$ cat config.mk
export PLATFORM = sky130hd
export DESIGN_NAME = card_ctrl_host
export DESIGN_NICKNAME = d
export VERILOG_FILES = /design/src/include/card_pkg.sv /design/src/include/id_link_if.sv /design/src/logic/card_ctrl_host.sv /design/src/logic/id_reader.sv
export SDC_FILE = /design/constraint.sdc
export NUM_CORES = 1
export LEC_CHECK = 0
export BUFFER_PORTS_ARGS = -buffer_cell sky130_fd_sc_hd__buf_2
export CORE_MARGIN = 5
export CORE_UTILIZATION = 45
export CTS_CLUSTER_DIAMETER = 100
export DETAILED_ROUTE_END_ITERATION = 8
export PLACE_DENSITY_LB_ADDON = 0.2
export SYNTH_ARGS = -nofsm -noshare
export SYNTH_HDL_FRONTEND = slang
export SYNTH_SLANG_ARGS = --single-unit
$ cat constraint.sdc
create_clock -name core_clk_i -period 3.9 [get_ports core_clk_i]
set_input_delay 0.39 -clock core_clk_i [delete_from_list [all_inputs] [get_ports core_clk_i]]
set_output_delay 0.39 -clock core_clk_i [all_outputs]
set_load 0.02 [all_outputs]
$ cat src/include/card_pkg.sv
// Constants shared by the relay and digital I/O card controller
package card_pkg;
   localparam int CLK_PERIOD_NS    = 4;
   // Link shift clocks: 160 ns period
   localparam int SHIFT_HALF_NS    = 80;
   localparam int SHIFT_HALF_CYC   =
      (SHIFT_HALF_NS + CLK_PERIOD_NS - 1) / CLK_PERIOD_NS;
   // Identification clock: 2 us period, keeps the power-up read short
   localparam int ID_HALF_NS       = 1000;
   localparam int ID_HALF_CYC      =
      (ID_HALF_NS + CLK_PERIOD_NS - 1) / CLK_PERIOD_NS;
   // Processor reset hold before the safeguard preset is released
   localparam int PRESET_HOLD_MS   = 200;
   localparam int PRESET_HOLD_CYC  =
      PRESET_HOLD_MS * 1000000 / CLK_PERIOD_NS;
   localparam int TMR_W            = 11;
   localparam int HOLD_W           = 26;
   localparam logic [TMR_W-1:0] SHIFT_HALF_LOAD =
      TMR_W'(SHIFT_HALF_CYC - 1);
   localparam logic [TMR_W-1:0] ID_HALF_LOAD = TMR_W'(ID_HALF_CYC - 1);
   localparam int RELAY_BYTES      = 5;
   localparam int OUT_BYTES        = 2;
   localparam int IN_BYTES         = 2;
   localparam int RELAY_BITS       = RELAY_BYTES * 8;
   localparam int OUT_BITS         = OUT_BYTES * 8;
   localparam int IN_BITS          = IN_BYTES * 8;
   localparam int CHAIN_BITS       = RELAY_BITS + OUT_BITS;
   localparam int ID_BYTES         = 16;
   localparam logic [4:0] ID_LAST  = 5'(ID_BYTES - 1);
   localparam logic [6:0] ID_FIRST_LOC = 7'h00;
   localparam logic       ID_READ_BIT  = 1'h1;
endpackage

$ cat src/include/id_link_if.sv
// Handshake between the controller and its identification reader
`timescale 1ns/1ps
interface id_link_if;
   logic       start;
   logic       busy;
   logic       done;
   logic       fail;
   logic       byte_vld;
   logic [7:0] byte_data;
   modport ctrl   (output start, input busy, done, fail, byte_vld,
                   byte_data);
   modport reader (input start, output busy, done, fail, byte_vld,
                   byte_data);
endinterface

$ cat src/logic/card_ctrl_host.sv
// Mainframe-side controller for the serial relay and digital I/O card
// Operation
// Read identification record before using card
// Start: data falls while ID clock high
// Send location, get acknowledge, then data
// Acknowledge each byte; memory sends next location
// Stop: data rises while ID clock high
// Shift five relay bytes, one per clock
// Card chains its driver registers end to end
// Strobe after relay bytes latches relay drivers
// Card driver output low energizes relay
// Drivers only act while enable is active
// Card boosts relay supply after closing strobe
// Shift two output-channel bytes on own clock
// Strobe transfers output-channel pattern to drivers
// Card output polarity follows channel configuration
// Card loads inputs into eight and two
// Strobe captures inputs, shift clock reads two bytes
// Card input lead register refills from chain
// Drivers disabled during power-up and power-down
// Processor reset holds safeguard, disables drivers
// After reset hold, drivers still disabled
// First valid strobe enables drivers until reset
// Safeguard output disables every card driver
// ID data changes only while clock low
// Shift on rising edge, latch on strobe
// Card relay supply steady low, briefly raised
// Relay clock and data only during update
`timescale 1ns/1ps
module card_ctrl_host #(
   parameter int HOLD_CYCLES = card_pkg::PRESET_HOLD_CYC
) (
   input  wire logic        core_clk_i,
   input  wire logic        sys_rst_i,
   input  wire logic [39:0] relay_pattern_i,
   input  wire logic [15:0] out_pattern_i,
   input  wire logic        update_i,
   input  wire logic        read_in_i,
   input  wire logic [3:0]  id_rd_addr_i,
   output logic      [7:0]  id_rd_data_o,
   output logic             id_ready_o,
   output logic             id_error_o,
   output logic             busy_o,
   output logic      [15:0] in_data_o,
   output logic             in_valid_o,
   output logic             driver_disable_o,
   output logic             strobe_o,
   output logic             id_serial_clock_o,
   input  wire logic        id_serial_data_i,
   output logic             id_serial_data_o,
   output logic             id_serial_data_oe_o,
   output logic             out_serial_data_o,
   output logic             relay_shift_clock_o,
   output logic             output_channel_shift_clock_o,
   output logic             input_shift_clock_o,
   input  wire logic        in_serial_data_i
);
   typedef enum logic [2:0] {ST_HOLD, ST_ID, ST_IDLE, ST_SHIFT,
                             ST_STROBE, ST_INSHIFT} host_state_t;
   localparam logic [card_pkg::HOLD_W-1:0] HOLD_LOAD =
      card_pkg::HOLD_W'(HOLD_CYCLES - 1);

   host_state_t                 state, next_state;
   logic [card_pkg::HOLD_W-1:0] hold, next_hold;
   logic [card_pkg::TMR_W-1:0]  tmr, next_tmr;
   logic                        half, next_half;
   logic [5:0]                  bit_cnt, next_bit;
   logic [55:0]                 chain, next_chain;
   logic                        rd_op, next_rd_op;
   logic                        next_strobe, next_rclk, next_oclk;
   logic                        next_iclk, next_odata, next_disable;
   logic                        next_busy, next_in_vld;
   logic [15:0]                 next_in_data;
   logic                        next_id_ok, next_id_err, id_go;
   logic                        next_id_go;
   logic [4:0]                  wptr, next_wptr;
   logic [1:0]                  meta, sync;
   logic [7:0]                  id_mem [card_pkg::ID_BYTES];
   logic                        tick;

   id_link_if lnk ();
   assign lnk.start = id_go;

   function automatic logic last_bit(input logic [5:0] n, input int bits);
      return n == 6'(bits - 1);
   endfunction

   id_reader u_id_reader (
      .core_clk_i (core_clk_i),
      .sys_rst_i  (sys_rst_i),
      .sda_i      (sync[0]),
      .scl_o      (id_serial_clock_o),
      .sda_oe_o   (id_serial_data_oe_o),
      .lnk        (lnk)
   );

   // Pins from the card are asynchronous to core_clk_i
   always_ff @(posedge core_clk_i) begin
      meta <= {in_serial_data_i, id_serial_data_i};
      sync <= meta;
   end

   assign tick = (tmr == '0);

   always_comb begin
      next_state = state;
      next_hold = hold;
      next_tmr = tmr;
      next_half = half;
      next_bit = bit_cnt;
      next_chain = chain;
      next_rd_op = rd_op;
      next_strobe = strobe_o;
      next_rclk = relay_shift_clock_o;
      next_oclk = output_channel_shift_clock_o;
      next_iclk = input_shift_clock_o;
      next_odata = out_serial_data_o;
      next_disable = driver_disable_o;
      next_busy = busy_o;
      next_in_vld = 1'b0;
      next_in_data = in_data_o;
      next_id_ok = id_ready_o;
      next_id_err = id_error_o;
      next_id_go = 1'b0;
      next_wptr = wptr + 5'(lnk.byte_vld);
      if (state == ST_HOLD || state == ST_ID || state == ST_IDLE)
         next_tmr = card_pkg::SHIFT_HALF_LOAD;
      else if (tick)
         next_tmr = card_pkg::SHIFT_HALF_LOAD;
      else
         next_tmr = tmr - 1'b1;
      case (state)
         ST_HOLD: begin
            // Preset held: drivers stay off through power-up
            next_disable = 1'b1;
            next_hold = hold - 1'b1;
            if (hold == '0) begin
               next_state = ST_ID;
               next_id_go = 1'b1;
            end
         end
         ST_ID: begin
            if (lnk.done && !id_go) begin
               next_id_ok = !lnk.fail;
               next_id_err = lnk.fail;
               next_busy = 1'b0;
               next_state = ST_IDLE;
            end
         end
         ST_IDLE: begin
            // Card stays untouched until its record has been read
            if (id_ready_o && update_i) begin
               next_chain = {relay_pattern_i, out_pattern_i};
               next_odata = relay_pattern_i[39];
               next_rd_op = 1'b0;
               next_bit = '0;
               next_half = 1'b0;
               next_busy = 1'b1;
               next_state = ST_SHIFT;
            end else if (id_ready_o && read_in_i) begin
               next_rd_op = 1'b1;
               next_half = 1'b0;
               next_busy = 1'b1;
               next_strobe = 1'b1;
               next_state = ST_STROBE;
            end
         end
         ST_SHIFT: begin
            if (tick && !half) begin
               next_half = 1'b1;
               // Rising edge shifts the bit in
               if (bit_cnt < 6'(card_pkg::RELAY_BITS))
                  next_rclk = 1'b1;
               else
                  next_oclk = 1'b1;
            end else if (tick) begin
               next_half = 1'b0;
               next_rclk = 1'b0;
               next_oclk = 1'b0;
               next_chain = {chain[54:0], 1'b0};
               next_odata = chain[54];
               next_bit = bit_cnt + 1'b1;
               if (last_bit(bit_cnt, card_pkg::CHAIN_BITS)) begin
                  next_bit = '0;
                  next_odata = 1'b0;
                  next_strobe = 1'b1;
                  // Latched pattern is real: enable the drivers now
                  next_disable = 1'b0;
                  next_state = ST_STROBE;
               end
            end
         end
         ST_STROBE: begin
            if (tick && !half) begin
               next_strobe = 1'b0;
               next_half = 1'b1;
            end else if (tick) begin
               next_half = 1'b0;
               next_bit = '0;
               next_state = rd_op ? ST_INSHIFT : ST_IDLE;
               next_busy = rd_op;
            end
         end
         ST_INSHIFT: begin
            if (tick && !half) begin
               // Sample before the edge that brings the next bit
               next_chain = {chain[54:0], sync[1]};
               next_iclk = 1'b1;
               next_half = 1'b1;
            end else if (tick) begin
               next_iclk = 1'b0;
               next_half = 1'b0;
               next_bit = bit_cnt + 1'b1;
               if (last_bit(bit_cnt, card_pkg::IN_BITS)) begin
                  next_in_data = chain[15:0];
                  next_in_vld = 1'b1;
                  next_busy = 1'b0;
                  next_state = ST_IDLE;
               end
            end
         end
         default: next_state = ST_HOLD;
      endcase
   end

   always_ff @(posedge core_clk_i) begin
      if (sys_rst_i) begin
         state <= ST_HOLD;
         hold <= HOLD_LOAD;
         tmr <= card_pkg::SHIFT_HALF_LOAD;
         half <= 1'b0;
         bit_cnt <= '0;
         chain <= '0;
         rd_op <= 1'b0;
         strobe_o <= 1'b0;
         relay_shift_clock_o <= 1'b0;
         output_channel_shift_clock_o <= 1'b0;
         input_shift_clock_o <= 1'b0;
         out_serial_data_o <= 1'b0;
         driver_disable_o <= 1'b1;
         busy_o <= 1'b1;
         in_valid_o <= 1'b0;
         in_data_o <= '0;
         id_ready_o <= 1'b0;
         id_error_o <= 1'b0;
         id_go <= 1'b0;
         wptr <= '0;
      end else begin
         state <= next_state;
         hold <= next_hold;
         tmr <= next_tmr;
         half <= next_half;
         bit_cnt <= next_bit;
         chain <= next_chain;
         rd_op <= next_rd_op;
         strobe_o <= next_strobe;
         relay_shift_clock_o <= next_rclk;
         output_channel_shift_clock_o <= next_oclk;
         input_shift_clock_o <= next_iclk;
         out_serial_data_o <= next_odata;
         driver_disable_o <= next_disable;
         busy_o <= next_busy;
         in_valid_o <= next_in_vld;
         in_data_o <= next_in_data;
         id_ready_o <= next_id_ok;
         id_error_o <= next_id_err;
         id_go <= next_id_go;
         wptr <= next_wptr;
      end
   end

   // Open-drain pin: only ever pulled low
   always_ff @(posedge core_clk_i) begin
      id_serial_data_o <= 1'b0;
      if (lnk.byte_vld && wptr < 5'(card_pkg::ID_BYTES))
         id_mem[wptr[3:0]] <= lnk.byte_data;
      id_rd_data_o <= id_mem[id_rd_addr_i];
   end

   // Edge counters read only by the checks below
   logic [5:0] rclk_n, oclk_n, iclk_n;
   always_ff @(posedge core_clk_i) begin
      if (sys_rst_i || state == ST_IDLE) begin
         rclk_n <= '0;
         oclk_n <= '0;
         iclk_n <= '0;
      end else begin
         rclk_n <= rclk_n + 6'(next_rclk && !relay_shift_clock_o);
         oclk_n <= oclk_n + 6'(next_oclk && !output_channel_shift_clock_o);
         iclk_n <= iclk_n + 6'(next_iclk && !input_shift_clock_o);
      end
   end
endmodule

$ cat src/logic/id_reader.sv
// Two-wire master that fetches the card identification record
`timescale 1ns/1ps
module id_reader (
   input  wire logic  core_clk_i,
   input  wire logic  sys_rst_i,
   input  wire logic  sda_i,
   output logic       scl_o,
   output logic       sda_oe_o,
   id_link_if.reader  lnk
);
   typedef enum logic [2:0] {RD_IDLE, RD_START, RD_TX, RD_RX, RD_STOP,
                             RD_DONE} rd_state_t;
   rd_state_t                  state, next_state;
   logic [card_pkg::TMR_W-1:0] tmr, next_tmr;
   logic                       half, next_half;
   logic [3:0]                 bit_cnt, next_bit;
   logic [7:0]                 tx, next_tx;
   logic [7:0]                 rx, next_rx;
   logic [4:0]                 cnt, next_cnt;
   logic                       fail, next_fail;
   logic                       vld, next_vld;
   logic                       next_scl, next_oe;
   logic                       tick, last;

   assign tick = (tmr == '0);
   assign last = (cnt == card_pkg::ID_LAST);
   assign lnk.busy = (state != RD_IDLE) && (state != RD_DONE);
   assign lnk.done = (state == RD_DONE);
   assign lnk.fail = fail;
   assign lnk.byte_vld = vld;
   assign lnk.byte_data = rx;

   always_comb begin
      next_state = state;
      next_tmr = tmr;
      next_half = half;
      next_bit = bit_cnt;
      next_tx = tx;
      next_rx = rx;
      next_cnt = cnt;
      next_fail = fail;
      next_vld = 1'b0;
      next_scl = scl_o;
      next_oe = sda_oe_o;
      if (!lnk.busy)
         next_tmr = card_pkg::ID_HALF_LOAD;
      else if (tick)
         next_tmr = card_pkg::ID_HALF_LOAD;
      else
         next_tmr = tmr - 1'b1;
      case (state)
         RD_IDLE, RD_DONE: begin
            if (lnk.start) begin
               // Data falls while the clock stays high
               next_state = RD_START;
               next_oe = 1'b1;
               next_tx = {card_pkg::ID_FIRST_LOC, card_pkg::ID_READ_BIT};
               next_cnt = '0;
               next_fail = 1'b0;
            end
         end
         RD_START: begin
            if (tick) begin
               next_state = RD_TX;
               next_scl = 1'b0;
               next_half = 1'b0;
               next_bit = '0;
               next_oe = ~tx[7];
               next_tx = {tx[6:0], 1'b0};
            end
         end
         RD_TX, RD_RX: begin
            if (tick && !half) begin
               next_scl = 1'b1;
               next_half = 1'b1;
            end else if (tick) begin
               next_scl = 1'b0;
               next_half = 1'b0;
               next_bit = bit_cnt + 1'b1;
               if (bit_cnt == 4'h8) begin
                  next_bit = '0;
                  if (state == RD_TX) begin
                     // Missing acknowledge ends the read with a stop
                     next_fail = sda_i;
                     next_state = sda_i ? RD_STOP : RD_RX;
                     next_oe = sda_i;
                  end else begin
                     next_vld = 1'b1;
                     next_cnt = cnt + 1'b1;
                     next_state = last ? RD_STOP : RD_RX;
                     next_oe = last;
                  end
               end else if (state == RD_TX) begin
                  next_oe = (bit_cnt == 4'h7) ? 1'b0 : ~tx[7];
                  next_tx = {tx[6:0], 1'b0};
               end else begin
                  next_rx = {rx[6:0], sda_i};
                  // Acknowledge every byte but the last one
                  next_oe = (bit_cnt == 4'h7) ? !last : 1'b0;
               end
            end
         end
         RD_STOP: begin
            if (tick && !half) begin
               next_scl = 1'b1;
               next_half = 1'b1;
            end else if (tick) begin
               next_oe = 1'b0;
               next_state = RD_DONE;
            end
         end
         default: next_state = RD_IDLE;
      endcase
   end

   always_ff @(posedge core_clk_i) begin
      if (sys_rst_i) begin
         state <= RD_IDLE;
         tmr <= card_pkg::ID_HALF_LOAD;
         half <= 1'b0;
         bit_cnt <= '0;
         tx <= '0;
         rx <= '0;
         cnt <= '0;
         fail <= 1'b0;
         vld <= 1'b0;
         scl_o <= 1'b1;
         sda_oe_o <= 1'b0;
      end else begin
         state <= next_state;
         tmr <= next_tmr;
         half <= next_half;
         bit_cnt <= next_bit;
         tx <= next_tx;
         rx <= next_rx;
         cnt <= next_cnt;
         fail <= next_fail;
         vld <= next_vld;
         scl_o <= next_scl;
         sda_oe_o <= next_oe;
      end
   end
endmodule

==> out/qor.csv, run 1 <==
metric;value;unit
total clock sinks;319;
Mapped Area;13400;sq um
worst-skew pair later-pin latency;0.51;ns
fin crit share;0.788;
Post-Syn Instances;1145;
kind of critical path;flop to flop;
Final ANT Viol Nets;0;
P per Cell Area;467;nW/um^2
register bit total from synthesis;319;
Highest Clock Rate;325;MHz
H-tree depth;2;
Crit path required time;4.34;ns
Syn-to-layout area delta;14.6;%
outcome;complete, no violations;
core outline area;29500;sq um
CTS tree;built;
Critical Path, Cell by Cell;inv_1 -> ha_1 -> nor4b_2 -> nand3_1 -> inv_1 -> ha_1 -> nand2_1 -> a21oi_1 -> nor3b_1 -> nand2_1 -> or3_1 -> a21oi_1;
Max-Cap Viols;0;
WL per Instance;16.4;microns
DR pass1 iterations;5;
most frequent cells in the layout;191 x dfxtp_1, 136 x nor2_1, 128 x edfxtp_1;
RSZ-0062 raised after global routing;false;
die area;33300;sq um
Detailed Place HPWL;17700;microns
commonest non-fill, non-tap cell in the layout;dfxtp_1;
# DRC;0;
# fillers;2607;
largest net degree at the start of global routing;81;
Ports;103;
Design Power;7.16;mW
# placed instances;1581;
Distinct cells, synth;76;
Initial Util;0.454;
Sw Pwr;1.55;mW
Num CTS Buffers;36;
placed cell area;14200;sq um
CP Capture Type;flop;
cts hold-fix bufs;2;
WP data arrival;3.52;ns
LEAKAGE;5.63;nW
combinational power share;0.058;
final-report max-slew violation count;0;
Total GRT Usage;0.162;
routed vias;8884;
post-route cell area;15300;sq um
Net Sw Frac;0.216;
Crit path largest cell delay;0.57;ns
post-synthesis async set-or-reset flop share;0;
Seq/Total Area, Yosys;0.573;
clk_skew;0.0207;ns
Yosys Warn Count;0;
Finished Layout Cells;1647;
post-CTS resize count;0;
starting DRC count in detailed routing;416;
Synth Flop Type;dfxtp_1;
Hold WS;0.161;ns
setup TNS;0;ns
Final setup viols;0;
Die Wd;182;microns
Hold/Removal Path Class;primary input to flop;
worst-margin pin slew;0.905;ns
Syn Nets;1225;
Max VDD drop;0.335;mV
final number of hold-violating endpoints;0;
antenna violations before repair;1;
CTS Root Cell;clkbuf_16;
gpl congestion;0.804;
CTS Buffer Depth;3;
vias in the first global route;8846;
layout cells sized above 1;0.186;
Synth Area per Inst;11.7;sq um
number of synthesized flops with an enable pin;128;
Clk pwr share;0.449;
crit path max fanout;13;
floorplan row count;63;
Pint;5.61;mW
grt ovf;0;
setup bufs post-CTS;0;
via-per-instance ratio;5.39;
final net count;1311;
sequential share of power;0.493;
Clk pin slew, worst setup/hold paths;0.06;ns
port bufs;101;
Die Y;182;microns
fin crit period;3.07;ns
Routed WL;27100;microns
crit path max-delay cell type;nor3b_1;
first-pass GRT wire length;45100;microns
Rel. slew slack;0.394;
crit start category;flop;
==> flip-flops by register name, indices dropped and copies added, names as in the netlist, 2 cells and up <==
register and flops:
meta 2, hold 26, chain 55, id_rd_data_o 8, bit_cnt 6, u_id_reader.tx 8
state 3, u_id_reader.bit_cnt 4, tmr 11, sync 2, u_id_reader.lnk.byte_data 8, u_id_reader.tmr 11
id_mem 128, u_id_reader.state 3, in_data_o 16, wptr 5, u_id_reader.cnt 5
==> synth_stat cells, drive strengths merged, types with 8 or more instances <==
master | count | area (sq um)
nor2 | 136 | 510
nand2b | 13 | 81.3
ha | 14 | 175
mux2i | 67 | 671
or3 | 18 | 115
nand2 | 86 | 323
nand3b | 8 | 63.8
edfxtp | 128 | 3840
nor3 | 27 | 151
nor2b | 11 | 68.8
o21ai | 33 | 165
dfxtp | 191 | 3820
and3 | 8 | 50.1
buf | 24 | 130
a21oi | 62 | 310
xor2 | 13 | 114
nand3 | 33 | 170
nor4 | 13 | 103
xnor2 | 21 | 184
a211oi | 60 | 468
mux4 | 40 | 901
clkbuf | 44 | 225
inv | 16 | 60.1
==> cells by family (layout without fill, tap and decap cells) <==
kind of cell | count (synthesis) | after routing | share of synthesized area
buf+inv | 84 | 195 | 0.0311
mux | 107 | 107 | 0.118
xor+xnor | 34 | 34 | 0.0223
compound gates | 197 | 197 | 0.0967
fa+ha+maj | 14 | 14 | 0.0131
other cells | 1 | 2 | 0.000280
simple gates | 389 | 389 | 0.146
flops | 319 | 319 | 0.573
==> power by group through the flow <==
stage | clock, mW | sequential, mW | combinational [mW]
4_1_cts | 3.31 | 3.53 | 0.421
3_5_place_dp | 0 | 3.60 | 0.419
5_1_grt | 3.47 | 3.53 | 0.462
6_report | 3.21 | 3.53 | 0.418
3_3_place_gp | 0 | 3.60 | 0.415
2_1_floorplan | 0 | 3.58 | 0.322
==> through the flow <==
step           worst slack (ns)  utilization
2_1_floorplan              1.07            -
3_3_place_gp              0.905        0.480
3_5_place_dp              0.874        0.480
4_1_cts                   0.865        0.520
5_1_grt                   0.472        0.520
6_report                  0.826        0.520
==> worst max-delay path, delay by kind of cell (launching register included) <==
| family | cells | cell delay (ns) |
|---|---|---|
| fa+ha+maj | 2 | 0.54 |
| buf+inv | 2 | 0.25 |
| compound gates | 2 | 0.24 |
| simple gates | 6 | 1.63 |
| flops | 1 | 0.36 |
==> layer usage <==
| metal | up-vias | wire, microns | GRT usage |
|---|---|---|---|
| met5 | - | 0 | 0 |
| met2 | 207 | 13100 | 0.274 |
| met3 | 38 | 1440 | 0.0363 |
| li1 | 4421 | - | - |
| met4 | 0 | 471 | 0.0411 |
| met1 | 4218 | 12100 | 0.214 |
==> path summary, 6_finish.rpt <==
kind | startpoint | endpoint | slack, ns | cells after the start
max | u_id_reader.tmr[0] | u_id_reader.cnt[3] | 0.83 | 12
min | relay_pattern_i[39] | out_serial_data_o | 0.16 | 3
max reg2reg | u_id_reader.tmr[0] | u_id_reader.cnt[3] | 0.83 | 12
min reg2reg | meta[1] | sync[1] | 0.33 | 0
==> area by class of cell <==
type / instances / area (sq um) / share of cell area
Antenna cell: 1 / 2.50 / 0.000163
Clock buffer: 56 / 1070 / 0.0699
Clock inverter: 7 / 71.3 / 0.00465
Inverter: 16 / 60.1 / 0.00392
Multi-Input combinational cell: 742 / 5310 / 0.347
Sequential cell: 319 / 7670 / 0.500
Tap cell: 390 / 488 / 0.0318
Timing Repair Buffer: 116 / 651 / 0.0425
No activity file was read; power rests on OpenSTA's default activity.
==> run 2, diff against run 1 <==
- clock period: 3.9 -> 2.8 ns (I/O delays scaled with it)
==> out/qor.csv, run 2 (same netlist as run 1, synthesis figures left out) <==
metric;value;unit;change
layout cells sized above 1;0.200;;+0.0140
setup bufs post-CTS;0;;unchanged
kind of critical path;flop to flop;;
final-report max-slew violation count;0;;unchanged
CTS Buffer Depth;3;;unchanged
routed vias;8910;;+0.29%
met1 wire length;12200;microns;+0.72%
Pint;7.81;mW;+39%
P per Cell Area;644;nW/um^2;+38%
Max-Cap Viols;0;;unchanged
Setup WS pre-CTS;0.414;ns;-0.460 ns
crit path max fanout;10;;-3
outcome;complete, no violations;;
WL per Instance;16.4;microns;about the same
starting DRC count in detailed routing;462;;+11%
Die Y;182;microns;unchanged
Syn-to-layout area delta;15.9;%;
Sw Pwr;2.17;mW;+40%
fin crit share;0.875;;+0.0868
worst-margin pin slew;0.798;ns;-0.107 ns
worst-skew pair later-pin latency;0.50;ns;about the same
Die Wd;182;microns;unchanged
met2 WL;13300;microns;+1.5%
Top Family by Delay on Critical Path;compound AO/OA/AOI/OAI gates;;
Hold WS;0.0489;ns;-0.112 ns
Final setup viols;0;;unchanged
Crit path required time;3.19;ns;-1.15 ns
Antenna diodes;0;;-1
CP Capture Type;flop;;
Final ANT Viol Nets;0;;unchanged
WP data arrival;2.84;ns;-0.68 ns
placed cell area;14400;sq um;+1.4%
crit path max-delay cell type;o21ai_0;;
vias in the first global route;8868;;+0.25%
CTS tree;built;;
first-pass GRT wire length;45100;microns;+0.15%
setup TNS;0;ns;unchanged
Finished Layout Cells;1663;;+0.97%
DR top layer;met4;;
Net Sw Frac;0.217;;+0.00130
Design Power;9.98;mW;+39%
gpl congestion;0.839;;+4.4%
Detailed Place HPWL;18000;microns;+1.7%
combinational power share;0.066;;+0.008
crit start category;flop;;
# placed instances;1601;;+1.3%
via-per-instance ratio;5.36;;-0.67%
Critical Path, Cell by Cell;inv_1 -> ha_1 -> nor4b_2 -> and3_1 -> nand2_1 -> o21ai_0 -> o311ai_0 -> o221a_2;;
most frequent cells in the layout;191 x dfxtp_1, 136 x nor2_1, 128 x edfxtp_1;;
Clk pwr share;0.445;;-0.004
Crit path largest cell delay;0.42;ns;-0.15 ns
commonest non-fill, non-tap cell in the layout;dfxtp_1;;
metal3 WL;1290;microns;-11%
Max VDD drop;0.454;mV;+36%
post-CTS resize count;0;;unchanged
total clock sinks;319;;unchanged
Rel. slew slack;0.466;;+0.0718
final net count;1331;;+1.5%
# DRC;0;;unchanged
RSZ-0062 raised after global routing;false;;
die area;33300;sq um;unchanged
DR pass1 iterations;4;;-1
Highest Clock Rate;408;MHz;+25%
Total GRT Usage;0.165;;+0.00206
CP Buf/Inv Count;1;;-1
Num CTS Buffers;36;;unchanged
Hold/Removal Path Class;primary input to flop;;
antenna violations before repair;1;;unchanged
grt ovf;0;;unchanged
port bufs;101;;unchanged
floorplan row count;63;;unchanged
H-tree depth;2;;unchanged
largest net degree at the start of global routing;106;;+31%
clk_skew;0.0183;ns;-0.00233 ns
CTS Root Cell;clkbuf_16;;
Ports;103;;unchanged
Final Util;0.526;;+0.00611
LEAKAGE;5.73;nW;+1.9%
Largest register FFs;128;;unchanged
Initial Util;0.454;;unchanged
fin crit period;2.45;ns;-0.624 ns
final worst slack;0.350;ns;-0.476 ns
sequential share of power;0.489;;-0.004
final number of hold-violating endpoints;0;;unchanged
Clk pin slew, worst setup/hold paths;0.05;ns;about the same
post-route cell area;15500;sq um;+1.2%
core outline area;29500;sq um;unchanged
Routed WL;27300;microns;+0.99%
run 2: changes by cell type in the layout (fill, tap and decap cells not counted):
cell | before | now
clkbuf_2 | 1 | 0
clkbuf_8 | 3 | 7
clkbuf_16 | 39 | 37
clkbuf_1 | 13 | 8
clkinv_1 | 0 | 2
nor3b_1 | 6 | 5
diode_2 | 1 | 0
clkinvlp_4 | 0 | 2
nor3b_2 | 0 | 1
buf_4 | 12 | 28
buf_12 | 2 | 6
clkinv_8 | 1 | 0
clkinv_2 | 5 | 3
run 2: cell type report:
| cell class | count | area, sq um |
|---|---|---|
| inverter | 16 | 60.1 |
| timing repair buffer | 136 | 851 |
| sequential | 319 | 7670 |
| fill | 2620 | 14000 |
| clock inverter | 8 | 67.6 |
| tap | 390 | 488 |
| multi-input combinational | 742 | 5320 |
| clock buffer | 52 | 1050 |
run 2: what timing repair did:
item | CTS | global route
hold buffers | 2 | 0
hold endpoints to repair | 2 | 0
setup endpoints to repair | 0 | 0
run 2: path summary, 6_finish.rpt:
check / startpoint / to / slack (ns) / cells past startpoint
max reg2reg: tmr[0] / state[0] / 0.35 / 8
min reg2reg: meta[1] / sync[1] / 0.33 / 0
min: relay_pattern_i[39] / out_serial_data_o / 0.05 / 3
max: tmr[0] / state[0] / 0.35 / 8
run 2: power groups by stage:
stage	Clock, mW	Combinational (mW)	Sequential (mW)
2_1_floorplan	0	0.453	4.98
5_1_grt	4.75	0.732	4.88
3_5_place_dp	0	0.665	4.98
3_3_place_gp	0	0.663	4.97
6_report	4.44	0.662	4.88
4_1_cts	4.57	0.671	4.88
run 2: tightest hold or removal path, delay by kind of cell:
family / cells / cell delay (ns)
AND/OR/NAND/NOR: 1 / 0.05
AO/OA/AOI/OAI: 1 / 0.07
buffers and inverters: 1 / 0.10
run 2: layer usage:
metal,track usage,up-vias
met3,0.0311,55
met4,0.0450,0
met1,0.219,4237
li1,-,4449
met2,0.277,169
met5,0,-
==> run 3, diff against run 2 <==
==> constraint.sdc (replaced) <==
create_clock -name core_clk_i -period 2.8 [get_ports core_clk_i]
set_input_delay 0.56 -clock core_clk_i [delete_from_list [all_inputs] [get_ports core_clk_i]]
set_output_delay 0.56 -clock core_clk_i [all_outputs]
set_load 0.02 [all_outputs]
==> out/qor.csv, run 3 (same netlist as run 1, synthesis figures left out) <==
metric;value;unit;change
setup bufs post-CTS;0;;unchanged
floorplan row count;63;;unchanged
worst-margin pin slew;0.848;ns;+0.0505 ns
layout cells sized above 1;0.201;;+0.00110
gpl congestion;0.832;;-0.82%
clk_skew;0.0105;ns;-0.00788 ns
Final ANT Viol Nets;0;;unchanged
via-per-instance ratio;5.36;;about the same
Final setup viols;0;;unchanged
CP Capture Type;flop;;
CTS Root Cell;clkbuf_16;;
first-pass GRT wire length;45500;microns;+0.84%
commonest non-fill, non-tap cell in the layout;dfxtp_1;;
Max VDD drop;0.463;mV;+1.8%
Initial Util;0.454;;unchanged
crit start category;flop;;
port bufs;101;;unchanged
Die Wd;182;microns;unchanged
final net count;1331;;unchanged
Largest register FFs;128;;unchanged
largest net degree at the start of global routing;105;;-0.94%
Ports;103;;unchanged
vias in the first global route;8844;;-0.27%
Max-Cap Viols;0;;unchanged
Rel. slew slack;0.432;;-0.0338
Syn-to-layout area delta;16.3;%;
H-tree depth;2;;unchanged
post-CTS resize count;0;;unchanged
worst-skew pair later-pin latency;0.50;ns;about the same
Num CTS Buffers;36;;unchanged
CTS Buffer Depth;3;;unchanged
crit path max fanout;10;;unchanged
Crit path required time;3.19;ns;about the same
outcome;complete, no violations;;
Final Util;0.528;;+0.00174
most frequent cells in the layout;191 x dfxtp_1, 136 x nor2_1, 128 x edfxtp_1;;
# DRC;0;;unchanged
Routed WL;27600;microns;+0.94%
P per Cell Area;647;nW/um^2;+0.48%
DR pass1 iterations;5;;+1
Hold/Removal Path Class;primary input to flop;;
routed vias;8934;;+0.27%
crit path max-delay cell type;o21ai_0;;
WL per Instance;16.6;microns;+0.70%
WP data arrival;2.86;ns;+0.02 ns
Total GRT Usage;0.166;;+0.00128
CTS tree;built;;
antenna violations before repair;2;;+1
Critical Path, Cell by Cell;inv_1 -> ha_1 -> nor4b_2 -> and3_1 -> nand2_1 -> o21ai_0 -> o311ai_0 -> o221a_2;;
cts hold-fix bufs;0;;-2
setup TNS;0;ns;unchanged
starting DRC count in detailed routing;464;;+0.43%
total clock sinks;319;;unchanged
final number of hold-violating endpoints;0;;unchanged
Crit path largest cell delay;0.46;ns;+0.04 ns
die area;33300;sq um;unchanged
kind of critical path;flop to flop;;
Design Power;10.1;mW;+0.81%
fin crit share;0.882;;+0.00666
Top Family by Delay on Critical Path;compound AO/OA/AOI/OAI gates;;
Clk pin slew, worst setup/hold paths;0.06;ns;about the same
LEAKAGE;5.76;nW;+0.48%
RSZ-0062 raised after global routing;false;;
Die Y;182;microns;unchanged
Highest Clock Rate;405;MHz;-0.76%
fin crit period;2.47;ns;+0.0187 ns
Detailed Place HPWL;18300;microns;+1.7%
CP Buf/Inv Count;1;;unchanged
final-report max-slew violation count;0;;unchanged
grt ovf;0;;unchanged
core outline area;29500;sq um;unchanged
[run 3: cell types whose count changed in the layout (fill, tap and decap cells not counted)]
cell,previous run,this run
clkbuf_1,8,7
buf_12,6,8
clkinv_1,2,6
clkbuf_8,7,6
bufinv_16,1,2
diode_2,0,1
dlygate4sd3_1,2,0
inv_6,0,1
clkinvlp_4,2,1
[run 3: layout make-up]
| class | count | area, sq um |
|---|---|---|
| Antenna cell | 1 | 2.50 |
| Clock buffer | 50 | 1030 |
| Clock inverter | 13 | 114 |
| Fill cell | 2612 | 13900 |
| Inverter | 16 | 60.1 |
| Multi-Input combinational cell | 742 | 5320 |
| Sequential cell | 319 | 7670 |
| Tap cell | 390 | 488 |
| Timing Repair Buffer | 136 | 871 |
[run 3: power by group]
group          switching (mW)  internal (mW)  leakage, nW  total [mW]
sequential             0.0319           4.85         2.73        4.88
clock                    1.76           2.76        0.561        4.52
combinational           0.385          0.284         2.47       0.670
[run 3: path summary, 6_finish.rpt]
check	from	to	slack (ns)	depth (start not counted)
max reg2reg	tmr[0]	state[0]	0.33	8
min reg2reg	meta[1]	sync[1]	0.32	0
max	tmr[0]	state[0]	0.33	8
min	in_serial_data_i	meta[1]	0.16	1
[run 3: worst register-to-register path: cells and delay by family, from the launching register on]
kind	cells	cell delay, ns
compound gates	3	0.97
simple gates	3	0.83
flops	1	0.31
fa+ha+maj	1	0.15
buf+inv	1	0.10
[run 3: metal layers]
layer  routed length (microns)  vias to the layer above  GRT usage
met2                     13400                      172      0.276
met5                        13                        -          0
li1                          -                     4449          -
met1                     12400                     4263      0.225
met3                      1280                       48     0.0321
met4                       513                        2     0.0423
[run 3: per-stage QoR]
step / std cells / hold slack [ns] / worst slack, ns / cell area [sq um]
floorplan: 1145 / 0.310 / 0.0705 / 13400
global placement: 1603 / 0.310 / 0.384 / 14400
detailed placement: 1603 / 0.314 / 0.367 / 14400
CTS: 1666 / 0.136 / 0.362 / 15500
global route: 1666 / 0.143 / 0.128 / 15500
finish: 1667 / 0.159 / 0.332 / 15600
